==> config.mk <==
export PLATFORM = sky130hd
export DESIGN_NAME = swn_config_regs
export DESIGN_NICKNAME = d
export VERILOG_FILES = /design/src/inc/swn_pkg.sv /design/src/rtl/swn_clk_div.sv /design/src/rtl/swn_route_lookup.sv /design/src/rtl/swn_config_regs.sv
export VERILOG_INCLUDE_DIRS = /design/src /design/src/inc
export SDC_FILE = /design/constraint.sdc
export NUM_CORES = 1
export LEC_CHECK = 0
export ABC_AREA = 0
export BUFFER_PORTS_ARGS = -buffer_cell sky130_fd_sc_hd__buf_2
export CAP_MARGIN = 20
export CELL_PAD_IN_SITES_DETAIL_PLACEMENT = 1
export CELL_PAD_IN_SITES_GLOBAL_PLACEMENT = 1
export CORE_MARGIN = 3
export CORE_UTILIZATION = 31
export DETAILED_ROUTE_END_ITERATION = 16
export PLACE_DENSITY = 0.57
export SLEW_MARGIN = 20
export SYNTH_ARGS = -nofsm -noshare
export SYNTH_HDL_FRONTEND = slang
export SYNTH_HIERARCHICAL = 1
export SYNTH_SLANG_ARGS = --single-unit
==> constraint.sdc <==
create_clock -name clk_sys_in -period 14.5 [get_ports clk_sys_in]
set_input_delay 2.9 -clock clk_sys_in [delete_from_list [all_inputs] [get_ports clk_sys_in]]
set_output_delay 2.9 -clock clk_sys_in [all_outputs]
set_load 0.05 [all_outputs]
==> src/inc/swn_map.svh <==
// Register numbers, field positions, reset values and fixed figures of the node registers.
`ifndef SWN_MAP_SVH
`define SWN_MAP_SVH

`define SWN_REG_DESC        8'h01
`define SWN_REG_SEC         8'h04
`define SWN_REG_NODE        8'h05
`define SWN_REG_PLL         8'h06
`define SWN_REG_SWDIV       8'h07
`define SWN_REG_REFDIV      8'h08
`define SWN_REG_DIRLO       8'h0c
`define SWN_REG_DIRHI       8'h0d
`define SWN_REG_DBGCFG      8'h10
`define SWN_REG_DBGSRC      8'h1f

`define SWN_SEC_WLOCK_BIT   31
`define SWN_SEC_PLLLOCK_BIT 8
`define SWN_SEC_HDR_BIT     0
`define SWN_SEC_MASK        32'h8000_0101

`define SWN_PLL_MASK        32'h039f_ff7f
`define SWN_DIV_MASK        32'h0000_ffff
`define SWN_DBGCFG_MASK     32'h0000_0003
`define SWN_DBGSRC_MASK     32'h0000_0011

`define SWN_DBG_CALL_BIT    1
`define SWN_DBG_PULL_BIT    0
`define SWN_SRC_PIN_BIT     4
`define SWN_SRC_TILE_BIT    0

`define SWN_SWDIV_RST       16'h0000
`define SWN_REFDIV_RST      16'h0003

// Switch description contents; plain defaults for this build.
`define SWN_NUM_LINKS       8'h08
`define SWN_NUM_CORES       8'h01
`define SWN_LINKS_PER_PROC  8'h04

// PLL presets chosen by the two boot strap pins; plain defaults.
`define SWN_PLL_STRAP0      32'h0080_6301
`define SWN_PLL_STRAP1      32'h0080_3101
`define SWN_PLL_STRAP2      32'h0100_6301
`define SWN_PLL_STRAP3      32'h0100_3101

`endif

==> src/inc/swn_pkg.sv <==
// Types shared by the node configuration block.
package swn_pkg;

    typedef struct packed {
        logic        valid;
        logic        write;
        logic [7:0]  addr;
        logic [31:0] wdata;
    } swn_cfg_req_s;

    typedef struct packed {
        logic        valid;
        logic        ok;
        logic [31:0] rdata;
    } swn_cfg_rsp_s;

    typedef struct packed {
        logic        valid;
        logic [15:0] dest;
    } swn_route_req_s;

    typedef struct packed {
        logic        valid;
        logic        deliver_local;
        logic [3:0]  dir;
    } swn_route_rsp_s;

    typedef enum logic {
        SWN_BOOT_LOAD = 1'b0,
        SWN_BOOT_RUN  = 1'b1
    } swn_boot_e;

endpackage

==> src/rtl/swn_clk_div.sv <==
// Programmable divider giving a one-cycle enable every divider-plus-one cycles.
module swn_clk_div (
    // Clock and reset
    input  wire logic        clk_sys_in,
    input  wire logic        sys_rst_in,
    // Divider value
    input  wire logic [15:0] div_in,
    // Enable pulse
    output logic             tick_out
);

    logic [15:0] count_r;
    logic [15:0] count_nxt;
    logic        tick_nxt;

    always_comb begin
        tick_nxt  = (count_r >= div_in);
        count_nxt = tick_nxt ? 16'h0000 : 16'(count_r + 16'h0001);
    end

    always_ff @(posedge clk_sys_in or posedge sys_rst_in) begin
        if (sys_rst_in) begin
            count_r  <= 16'h0000;
            tick_out <= 1'b0;
        end else begin
            count_r  <= count_nxt;
            tick_out <= tick_nxt;
        end
    end
endmodule // swn_clk_div

==> src/rtl/swn_route_lookup.sv <==
// Picks the direction from the most significant bit where destination and node differ.
module swn_route_lookup (
    // Identifiers
    input  wire logic [15:0] node_id_in,
    input  wire logic [15:0] dest_in,
    // Direction tables, bit 15 entry on top
    input  wire logic [63:0] dirs_in,
    // Result
    output logic             deliver_local_out,
    output logic [3:0]       dir_out
);

    // The ascending scan lets the highest mismatch win.
    always_comb begin
        deliver_local_out = 1'b1;
        dir_out           = 4'h0;
        for (int i = 0; i < 16; i++) begin
            if (node_id_in[i] != dest_in[i]) begin
                deliver_local_out = 1'b0;
                dir_out           = dirs_in[i*4 +: 4];
            end
        end
    end

endmodule // swn_route_lookup

==> src/rtl/swn_config_regs.sv <==
// Configuration and status registers of a message-switch node.
//
// Operation
// - Description register is read-only: link count, core count, links per processor.
// - Global write-lock bit set rejects every configuration register write.
// - PLL lock bit set ignores any PLL settings update.
// - Header-mode bit selects one-byte headers; all nodes must match.
// - Writable 16-bit node identifier, reset zero, compared from most significant bit.
// - Any accepted write to PLL settings resets the attached processor tile.
// - PLL divider and multiplier fields writable; reset values from boot strap pins.
// - Switch clock is PLL clock divided by divider plus one; resets zero.
// - Reference clock is PLL clock divided by divider plus one; resets three.
// - Low direction register holds entries for identifier bits 7 down to 0.
// - High direction register holds entries for identifier bits 15 down to 8.
// - Mismatching packets go in the direction of the highest differing bit.
// - Debug-call enable lets debug pin activity raise a debug call trap.
// - Pull-down enable drives the debug wire low while in debug mode.
// - Pin-source flag set when the debug pin caused the latest debug interrupt.
// - Tile-source flag set when the local tile caused the latest debug interrupt.
// - All registers reachable by configuration reads and writes to this node.
`include "swn_map.svh"

module swn_config_regs
    import swn_pkg::*;
(
    // Clock and reset
    input  wire logic           clk_sys_in,
    input  wire logic           sys_rst_in,
    // Configuration access
    input  wire swn_cfg_req_s   cfg_req_in,
    output swn_cfg_rsp_s        cfg_rsp_out,
    // Boot straps
    input  wire logic           boot_strap_pin_0_in,
    input  wire logic           boot_strap_pin_1_in,
    // Routing lookup
    input  wire swn_route_req_s route_req_in,
    output swn_route_rsp_s      route_rsp_out,
    // Clocking and node mode
    output logic [31:0]         pll_settings_out,
    output logic                tile_reset_out,
    output logic                switch_clk_en_out,
    output logic                ref_clk_en_out,
    output logic                header_one_byte_out,
    // Debug
    input  wire logic           debug_req_n_in,
    input  wire logic           debug_mode_in,
    input  wire logic           tile_debug_event_in,
    output logic                debug_call_trap_out,
    output logic                debug_req_n_out,
    output logic                debug_req_n_oe_out
);

    swn_boot_e      boot_r;
    swn_boot_e      boot_nxt;
    logic [31:0]    sec_r;
    logic [31:0]    sec_nxt;
    logic [15:0]    node_r;
    logic [15:0]    node_nxt;
    logic [31:0]    pll_r;
    logic [31:0]    pll_nxt;
    logic [15:0]    swdiv_r;
    logic [15:0]    swdiv_nxt;
    logic [15:0]    refdiv_r;
    logic [15:0]    refdiv_nxt;
    logic [31:0]    dirlo_r;
    logic [31:0]    dirlo_nxt;
    logic [31:0]    dirhi_r;
    logic [31:0]    dirhi_nxt;
    logic [31:0]    dbgcfg_r;
    logic [31:0]    dbgcfg_nxt;
    logic [31:0]    dbgsrc_r;
    logic [31:0]    dbgsrc_nxt;
    logic           tile_rst_nxt;
    logic           pin_prev_r;
    logic           trap_nxt;
    logic           oe_nxt;
    swn_cfg_rsp_s   rsp_nxt;
    swn_route_rsp_s route_nxt;
    logic [31:0]    strap_word;
    logic [31:0]    rd_word;
    logic           rd_hit;
    logic           wr;
    logic           wr_ok;
    logic           pll_wr_ok;
    logic           pin_event;
    logic           lk_local;
    logic [3:0]     lk_dir;

    assign wr        = cfg_req_in.valid && cfg_req_in.write;
    assign wr_ok     = wr && !sec_r[`SWN_SEC_WLOCK_BIT];
    assign pll_wr_ok = wr_ok && (cfg_req_in.addr == `SWN_REG_PLL)
                       && !sec_r[`SWN_SEC_PLLLOCK_BIT];
    assign pin_event = pin_prev_r && !debug_req_n_in && dbgcfg_r[`SWN_DBG_CALL_BIT];

    always_comb begin
        unique case ({boot_strap_pin_1_in, boot_strap_pin_0_in})
            2'b00: strap_word = `SWN_PLL_STRAP0;
            2'b01: strap_word = `SWN_PLL_STRAP1;
            2'b10: strap_word = `SWN_PLL_STRAP2;
            2'b11: strap_word = `SWN_PLL_STRAP3;
        endcase
    end

    always_comb begin
        rd_hit  = 1'b1;
        rd_word = 32'h0000_0000;
        case (cfg_req_in.addr)
            `SWN_REG_DESC:   rd_word = {8'h00, `SWN_NUM_LINKS, `SWN_NUM_CORES,
                                        `SWN_LINKS_PER_PROC};
            `SWN_REG_SEC:    rd_word = sec_r & `SWN_SEC_MASK;
            `SWN_REG_NODE:   rd_word = {16'h0000, node_r};
            `SWN_REG_PLL:    rd_word = pll_r & `SWN_PLL_MASK;
            `SWN_REG_SWDIV:  rd_word = {16'h0000, swdiv_r};
            `SWN_REG_REFDIV: rd_word = {16'h0000, refdiv_r};
            `SWN_REG_DIRLO:  rd_word = dirlo_r;
            `SWN_REG_DIRHI:  rd_word = dirhi_r;
            `SWN_REG_DBGCFG: rd_word = dbgcfg_r & `SWN_DBGCFG_MASK;
            `SWN_REG_DBGSRC: rd_word = dbgsrc_r & `SWN_DBGSRC_MASK;
            default:         rd_hit  = 1'b0;
        endcase
    end

    // Next values of the register file, the answer and the debug logic.
    always_comb begin
        boot_nxt     = boot_r;
        sec_nxt      = sec_r;
        node_nxt     = node_r;
        pll_nxt      = pll_r;
        swdiv_nxt    = swdiv_r;
        refdiv_nxt   = refdiv_r;
        dirlo_nxt    = dirlo_r;
        dirhi_nxt    = dirhi_r;
        dbgcfg_nxt   = dbgcfg_r;
        dbgsrc_nxt   = dbgsrc_r;
        tile_rst_nxt = 1'b0;

        rsp_nxt.valid = cfg_req_in.valid;
        rsp_nxt.ok    = cfg_req_in.valid && rd_hit && !(wr && !wr_ok)
                        && !(wr_ok && cfg_req_in.addr == `SWN_REG_PLL && !pll_wr_ok);
        rsp_nxt.rdata = (cfg_req_in.valid && !cfg_req_in.write) ? rd_word : 32'h0000_0000;

        if (wr_ok) begin
            case (cfg_req_in.addr)
                `SWN_REG_SEC:    sec_nxt    = cfg_req_in.wdata & `SWN_SEC_MASK;
                `SWN_REG_NODE:   node_nxt   = cfg_req_in.wdata[15:0];
                `SWN_REG_SWDIV:  swdiv_nxt  = cfg_req_in.wdata[15:0];
                `SWN_REG_REFDIV: refdiv_nxt = cfg_req_in.wdata[15:0];
                `SWN_REG_DIRLO:  dirlo_nxt  = cfg_req_in.wdata;
                `SWN_REG_DIRHI:  dirhi_nxt  = cfg_req_in.wdata;
                `SWN_REG_DBGCFG: dbgcfg_nxt = cfg_req_in.wdata & `SWN_DBGCFG_MASK;
                `SWN_REG_DBGSRC: dbgsrc_nxt = cfg_req_in.wdata & `SWN_DBGSRC_MASK;
                default:         ;
            endcase
        end

        if (pll_wr_ok) begin
            pll_nxt      = cfg_req_in.wdata & `SWN_PLL_MASK;
            tile_rst_nxt = 1'b1;
        end

        // The strap preset is taken once, in the first cycle after reset release.
        if (boot_r == SWN_BOOT_LOAD) begin
            pll_nxt  = strap_word & `SWN_PLL_MASK;
            boot_nxt = SWN_BOOT_RUN;
        end

        // Hardware events win over a software write of the source flags.
        if (pin_event || tile_debug_event_in) begin
            dbgsrc_nxt[`SWN_SRC_PIN_BIT]  = pin_event;
            dbgsrc_nxt[`SWN_SRC_TILE_BIT] = tile_debug_event_in;
        end

        trap_nxt = pin_event;
        oe_nxt   = dbgcfg_r[`SWN_DBG_PULL_BIT] && debug_mode_in;

        route_nxt.valid         = route_req_in.valid;
        route_nxt.deliver_local = route_req_in.valid && lk_local;
        route_nxt.dir           = (route_req_in.valid && !lk_local) ? lk_dir : 4'h0;
    end

    always_ff @(posedge clk_sys_in or posedge sys_rst_in) begin
        if (sys_rst_in) begin
            boot_r              <= SWN_BOOT_LOAD;
            sec_r               <= 32'h0000_0000;
            node_r              <= 16'h0000;
            pll_r               <= 32'h0000_0000;
            swdiv_r             <= `SWN_SWDIV_RST;
            refdiv_r            <= `SWN_REFDIV_RST;
            dirlo_r             <= 32'h0000_0000;
            dirhi_r             <= 32'h0000_0000;
            dbgcfg_r            <= 32'h0000_0000;
            dbgsrc_r            <= 32'h0000_0000;
            tile_reset_out      <= 1'b0;
            pin_prev_r          <= 1'b1;
            debug_call_trap_out <= 1'b0;
            debug_req_n_oe_out  <= 1'b0;
            cfg_rsp_out         <= '0;
            route_rsp_out       <= '0;
        end else begin
            boot_r              <= boot_nxt;
            sec_r               <= sec_nxt;
            node_r              <= node_nxt;
            pll_r               <= pll_nxt;
            swdiv_r             <= swdiv_nxt;
            refdiv_r            <= refdiv_nxt;
            dirlo_r             <= dirlo_nxt;
            dirhi_r             <= dirhi_nxt;
            dbgcfg_r            <= dbgcfg_nxt;
            dbgsrc_r            <= dbgsrc_nxt;
            tile_reset_out      <= tile_rst_nxt;
            pin_prev_r          <= debug_req_n_in;
            debug_call_trap_out <= trap_nxt;
            debug_req_n_oe_out  <= oe_nxt;
            cfg_rsp_out         <= rsp_nxt;
            route_rsp_out       <= route_nxt;
        end
    end

    assign pll_settings_out    = pll_r;
    assign header_one_byte_out = sec_r[`SWN_SEC_HDR_BIT];
    // The debug wire is only ever pulled low; the enable does the work.
    assign debug_req_n_out     = 1'b0;

    swn_route_lookup u_lookup (
        .node_id_in        (node_r),
        .dest_in           (route_req_in.dest),
        .dirs_in           ({dirhi_r, dirlo_r}),
        .deliver_local_out (lk_local),
        .dir_out           (lk_dir)
    );

    swn_clk_div u_swdiv (
        .clk_sys_in (clk_sys_in),
        .sys_rst_in (sys_rst_in),
        .div_in     (swdiv_r),
        .tick_out   (switch_clk_en_out)
    );

    swn_clk_div u_refdiv (
        .clk_sys_in (clk_sys_in),
        .sys_rst_in (sys_rst_in),
        .div_in     (refdiv_r),
        .tick_out   (ref_clk_en_out)
    );
endmodule // swn_config_regs

Yosys cells after proc, flatten, opt, wreduce, memory -nomap -nowiden
Cells that the tools add are included.
Widths: inputs -> output; s select.

word-level totals
  register bits after elaboration = 230
  output and inout port bits = 79
  logic and storage cells = 141

operators by class
  add/subtract/negate cells = 2
  $lt $le $gt $ge = 2
  equal/unequal tests = 30
  mux-type cells = 46
  reduce and logical (&&, ||, !) cells = 37

operators by type and width
  operator               count
  $pmux 32 s10           1
  $pmux 26 s4            1
  $mux 32                3
  $mux 4                 17
  $add 16x1->16 const B  2
  $eq 8x3->1 const B     4
  $ge 16x16->1           2
  $mux 16                2
  $eq 8x4->1 const B     3
  $mux 1                 20
  $eq 8x5->1 const B     2
  $ne 1x1->1             16
  $reduce_and 2->1       8
  $logic_and 1x1->1      15
  $mux 5                 2
  $reduce_or 10->1       1
  $logic_not 1->1        9
  $eq 8x1->1 const B     1
  $eq 2x2->1 const B     2
  $reduce_bool 2->1      2
  $eq 2x1->1 const B     1
  $logic_not 2->1        1
  $ne 2x1->1 const B     1
  $logic_or 1x1->1       1

Depth between registers and ports, before layout
  depth after elaboration = 20
  depth in mapped cells = 8

Hierarchy
Netlist, hierarchy kept.

modules (own cells, without submodules)
  module            times used  cells an instance  area each (µm²)
  swn_config_regs   1           628                8251.7
  swn_clk_div       2           132                1288.7
  swn_route_lookup  1           124                810.8

Least setup slack after synthesis
No wires, ideal clock.

  path type = input port to flip-flop
  start point = input cfg_req_in[36] (netlist name)
  end point = register pll_r[12] (netlist: pll_settings_out[12])
  arrival time = 4718 ps
  required time = 14374 ps
  setup slack = 9656 ps
  stages = 7
  buffers on the path = 3
  cells stage by stage = buf_6 > or4_4 > buf_6 > or4b_4 > buf_6 > and3_1 > a311o_1

on the way
  cells in the longest elaborated chain, start to end = 4

RTL lines
  what                             RTL line                text
  start: declaration               swn_config_regs.sv:30   input wire swn_cfg_req_s cfg_req_in,
  $eq 8x3->1                       n/a
  $logic_and 1x1->1 (2 in series)  swn_config_regs.sv:91   assign pll_wr_ok = wr_ok && (cfg_req_in.addr == `SWN_REG_PLL)
  $ne 2x1->1 (no line)             n/a
  end signal: assignment           swn_config_regs.sv:203  pll_r <= pll_nxt;
  end: declaration                 swn_config_regs.sv:59   logic [31:0] pll_r;

No other way between the ends.
A chain may end at the register's enable or synchronous reset.

Worst setup path after layout
  start point = input cfg_req_in[34] (netlist name)
  end point = register node_r[9]

on the way
  cells in the longest elaborated chain, start to end = 2

RTL lines
  what                        RTL line                text
  $eq 8x3->1                  swn_config_regs.sv:143  case (cfg_req_in.addr)
  $reduce_and 2->1 (no line)  n/a
  end signal: assignment      swn_config_regs.sv:202  node_r <= node_nxt;
  end: declaration            swn_config_regs.sv:57   logic [15:0] node_r;

No other way between the ends.

==> reports/metrics.yaml <==
worst_hold_path:
  hp-class: "register to register"
place:
  dp_hpwl_mm: 27.59
  port_buffers: 134
  place.gp.congestion: 0.8716
  placed_cells: 1584
global_route:
  grt_usage: 0.1890
  antenna_found_initial: 3
  grt_pass1_wl_mm: 57.55
  grt_pass1_vias: 9016
  overflow: 0
  grt_start_max_net_pins: 130
die:
  die-area_um2: 39910
  core-area_um2: 36790
  io_pins: 145
  dieHeight_um: 199.8
  start_util: 0.3164
  die_x_um: 199.8
  rows: 70
worst_setup_path:
  critical_path_required_ps: 14910
  cp_data_arrival_time_ps: 5800
  start_kind: "input port"
  cp_slowest_cell: "nand4_1"
  cpPeakStageDelay_ps: 860
  worstSetupPathType: "input port to register"
  crit_chain: "buf_2, clkinv_1, nor2_1, nand4_1, mux2_2"
  endpoint_kind: "register"
  crit_family: "simple AND/OR/NAND/NOR gates"
  path_buf_inv: 2
  path_max_fanout: 29
route:
  drtIter0Drc: 423
  top_layer_used: "met5"
  viasPerCell: 5.267
  antenna_left: 0
  wirelength_mm: 37.95
  vias: 8606
  drt-pass1-iter-count: 5
  wl_per_cell_um: 23.23
  wl_met3_mm: 1.148
  wl_met1_mm: 18.07
  wl_met2_mm: 18.06
  drc: 0
sta:
  slew_headroom: 0.2696
  skew_ps: 13.70
  setup_viol: 0
  tns_ps: 0
  slew_violations: 0
  rsz0062_at_grt: "false"
  post-route-period-util: 0.3717
  hold_viol_final: 0
  worst_pin_slew_ps: 1090
  fmax_mhz: 185.6
  whs_ps: 507.2
  final.min_clock_period_ps: 5389
layout:
  drive_gt1_frac: 0.3193
  final_core_util: 0.3705
  fin_cells: 1634
  final_common_cell: "dfrtp_1"
  final_cell_mix: "dfrtp_1 (218), mux2_2 (136), buf_2 (134)"
  fill_cells: 4086
  nets: 1245
  seq_area_um2: 5534
  area_growth_pct: 17.08
  multi_input_area_um2: 5687
clock_network:
  cts_root_buf: "clkbuf_16"
  ctsHoldBuffers: 0
  post_cts_buffers: 0
  ctsResizeCount: 0
  clk_pin_slew_ps: 60
  clock_latency_ps: 540
  htreeDepth: 1
  cts_buffers: 27
  cts_max_path_buffers: 3
  clkSinkCount: 221
  cts_tree: "built"
yosys:
  synth-async-reset-ratio: 1.000
  synthCells: 1016
  yosys_warnings: 6
  synth_edf_count: 0
  syn_area_um2: 11640
  ys_seq_area_frac: 0.4754
  avgSynthCellArea_um2: 11.46
  synth-seq-cells: 221
  yosys_most_used_dff: "dfrtp_1"
  yosys.cell_types.count: 73
power_and_ir_drop:
  peakVddDrop_v: 0.00007282
  p_leak_nw: 6.320
  power.density_nw_per_um2: 111.3
run:
  max_cap_viol_count: 0
outcome:
  status: "complete, no violations"
per-layer routing:
| layer | vias to the layer above | track usage |
|---|---|---|
| li1 | 3960 | - |
| met2 | 159 | 0.3175 |
| met1 | 4444 | 0.2661 |
| met3 | 41 | 0.02199 |
| met4 | 2 | 0.03722 |
| met5 | - | 0 |
report_power, final:
group / switching [W] / internal, W
Sequential: 0.0000217 / 0.000637
Combinational: 0.000124 / 0.0000583
Clock: 0.000268 / 0.000408
Total: 0.000414 / 0.00110
state kept, by name, summed over array words and instances (netlist names), 2 cells and up:
signal and cells:
cfg_rsp_out 34, dirhi_r 32, dirlo_r 32, pll_settings_out 23
node_r 16, refdiv_r 16, swdiv_r 16, u_refdiv/count_r 16
u_swdiv/count_r 16, route_rsp_out 6, sec_r 3, dbgcfg_r 2
dbgsrc_r 2
worst reg2reg max path: stages (launching register included):
cell	delay, ps
dfrtp_1	420
nand3b_1	350
nor4_4	890
buf_4	510
mux2_2	400
Yosys cell counts (4+ instances only):
| cell | number | area [um2] |
|---|---|---|
| nor4_2 | 21 | 262.8 |
| xor2_1 | 14 | 122.6 |
| nand3b_1 | 9 | 67.56 |
| nor2_1 | 66 | 247.7 |
| nor2b_1 | 21 | 131.4 |
| nand3_1 | 39 | 195.2 |
| buf_4 | 11 | 82.58 |
| a21oi_1 | 27 | 135.1 |
| ha_1 | 34 | 425.4 |
| mux2i_1 | 46 | 460.4 |
| o22a_1 | 4 | 35.03 |
| clkbuf_1 | 19 | 71.32 |
| buf_1 | 9 | 33.78 |
| o21a_1 | 6 | 45.04 |
| a31oi_1 | 6 | 37.54 |
| and3_1 | 4 | 25.02 |
| a22oi_1 | 25 | 187.7 |
| xnor2_1 | 34 | 297.8 |
| nand2_1 | 31 | 116.4 |
| o221ai_1 | 8 | 70.07 |
| buf_2 | 10 | 50.05 |
| o22ai_1 | 6 | 37.54 |
| buf_6 | 6 | 67.56 |
| o21ai_0 | 5 | 25.02 |
| a31o_2 | 4 | 35.03 |
| inv_1 | 43 | 161.4 |
| a22o_1 | 4 | 35.03 |
| dfrtp_1 | 218 | 5455 |
| nor3_1 | 28 | 140.1 |
| and2_1 | 8 | 50.05 |
| a2bb2oi_1 | 6 | 52.55 |
| mux2_2 | 136 | 1531 |
| nand2b_1 | 5 | 31.28 |
| nor4_1 | 25 | 156.4 |
| nand4_1 | 16 | 100.1 |
final cells by class:
cell class / instances / area share
inverters: 44 / 0.01267
clock inverters: 9 / 0.007437
clock buffers: 40 / 0.05757
multi-input cells: 705 / 0.4173
repair buffers: 146 / 0.05582
diodes: 1 / 0.0001836
well taps: 468 / 0.04297
flip-flops and latches: 221 / 0.4061
cells by family (layout without fill, tap and decap cells):
group                    count (synthesis)  in the layout  synth area share
buffers and inverters                   99            239           0.04042
XOR/XNOR                                50             50           0.03988
AO/OA/AOI/OAI                          127            127           0.08212
multiplexers                           185            185            0.1740
AND/OR/NAND/NOR                        298            298            0.1509
flip-flops                             221            221            0.4754
other                                    2             12         0.0006452
adder cells (fa/ha/maj)                 34             34           0.03655
stage by stage:
stage	worst slack (ps)	cell area, um2	power (W)
after floorplan	6520	11670	0.0007991
after detailed placement	8625	12740	0.0008526
after global routing	9001	13630	0.001584
after global placement	8733	12740	0.0008498
after CTS	9179	13630	0.001541
final	9111	13630	0.001517
path summary, 6_finish.rpt:
check                                from                  end  slack [ps]  cells after the start
setup / recovery           cfg_req_in[34]            node_r[9]        9110                      5
setup reg to reg                sec_r[31]          dirlo_r[14]       11810                      4
hold / removal                dbgcfg_r[0]   debug_req_n_oe_out         510                      1
hold reg to reg               dbgcfg_r[0]   debug_req_n_oe_out         510                      1
max in group asynchronous      sys_rst_in      cfg_rsp_out[28]       10530                      3
min in group asynchronous      sys_rst_in  u_swdiv/count_r[10]        2550                      2
No activity file was read; power rests on OpenSTA's default activity.
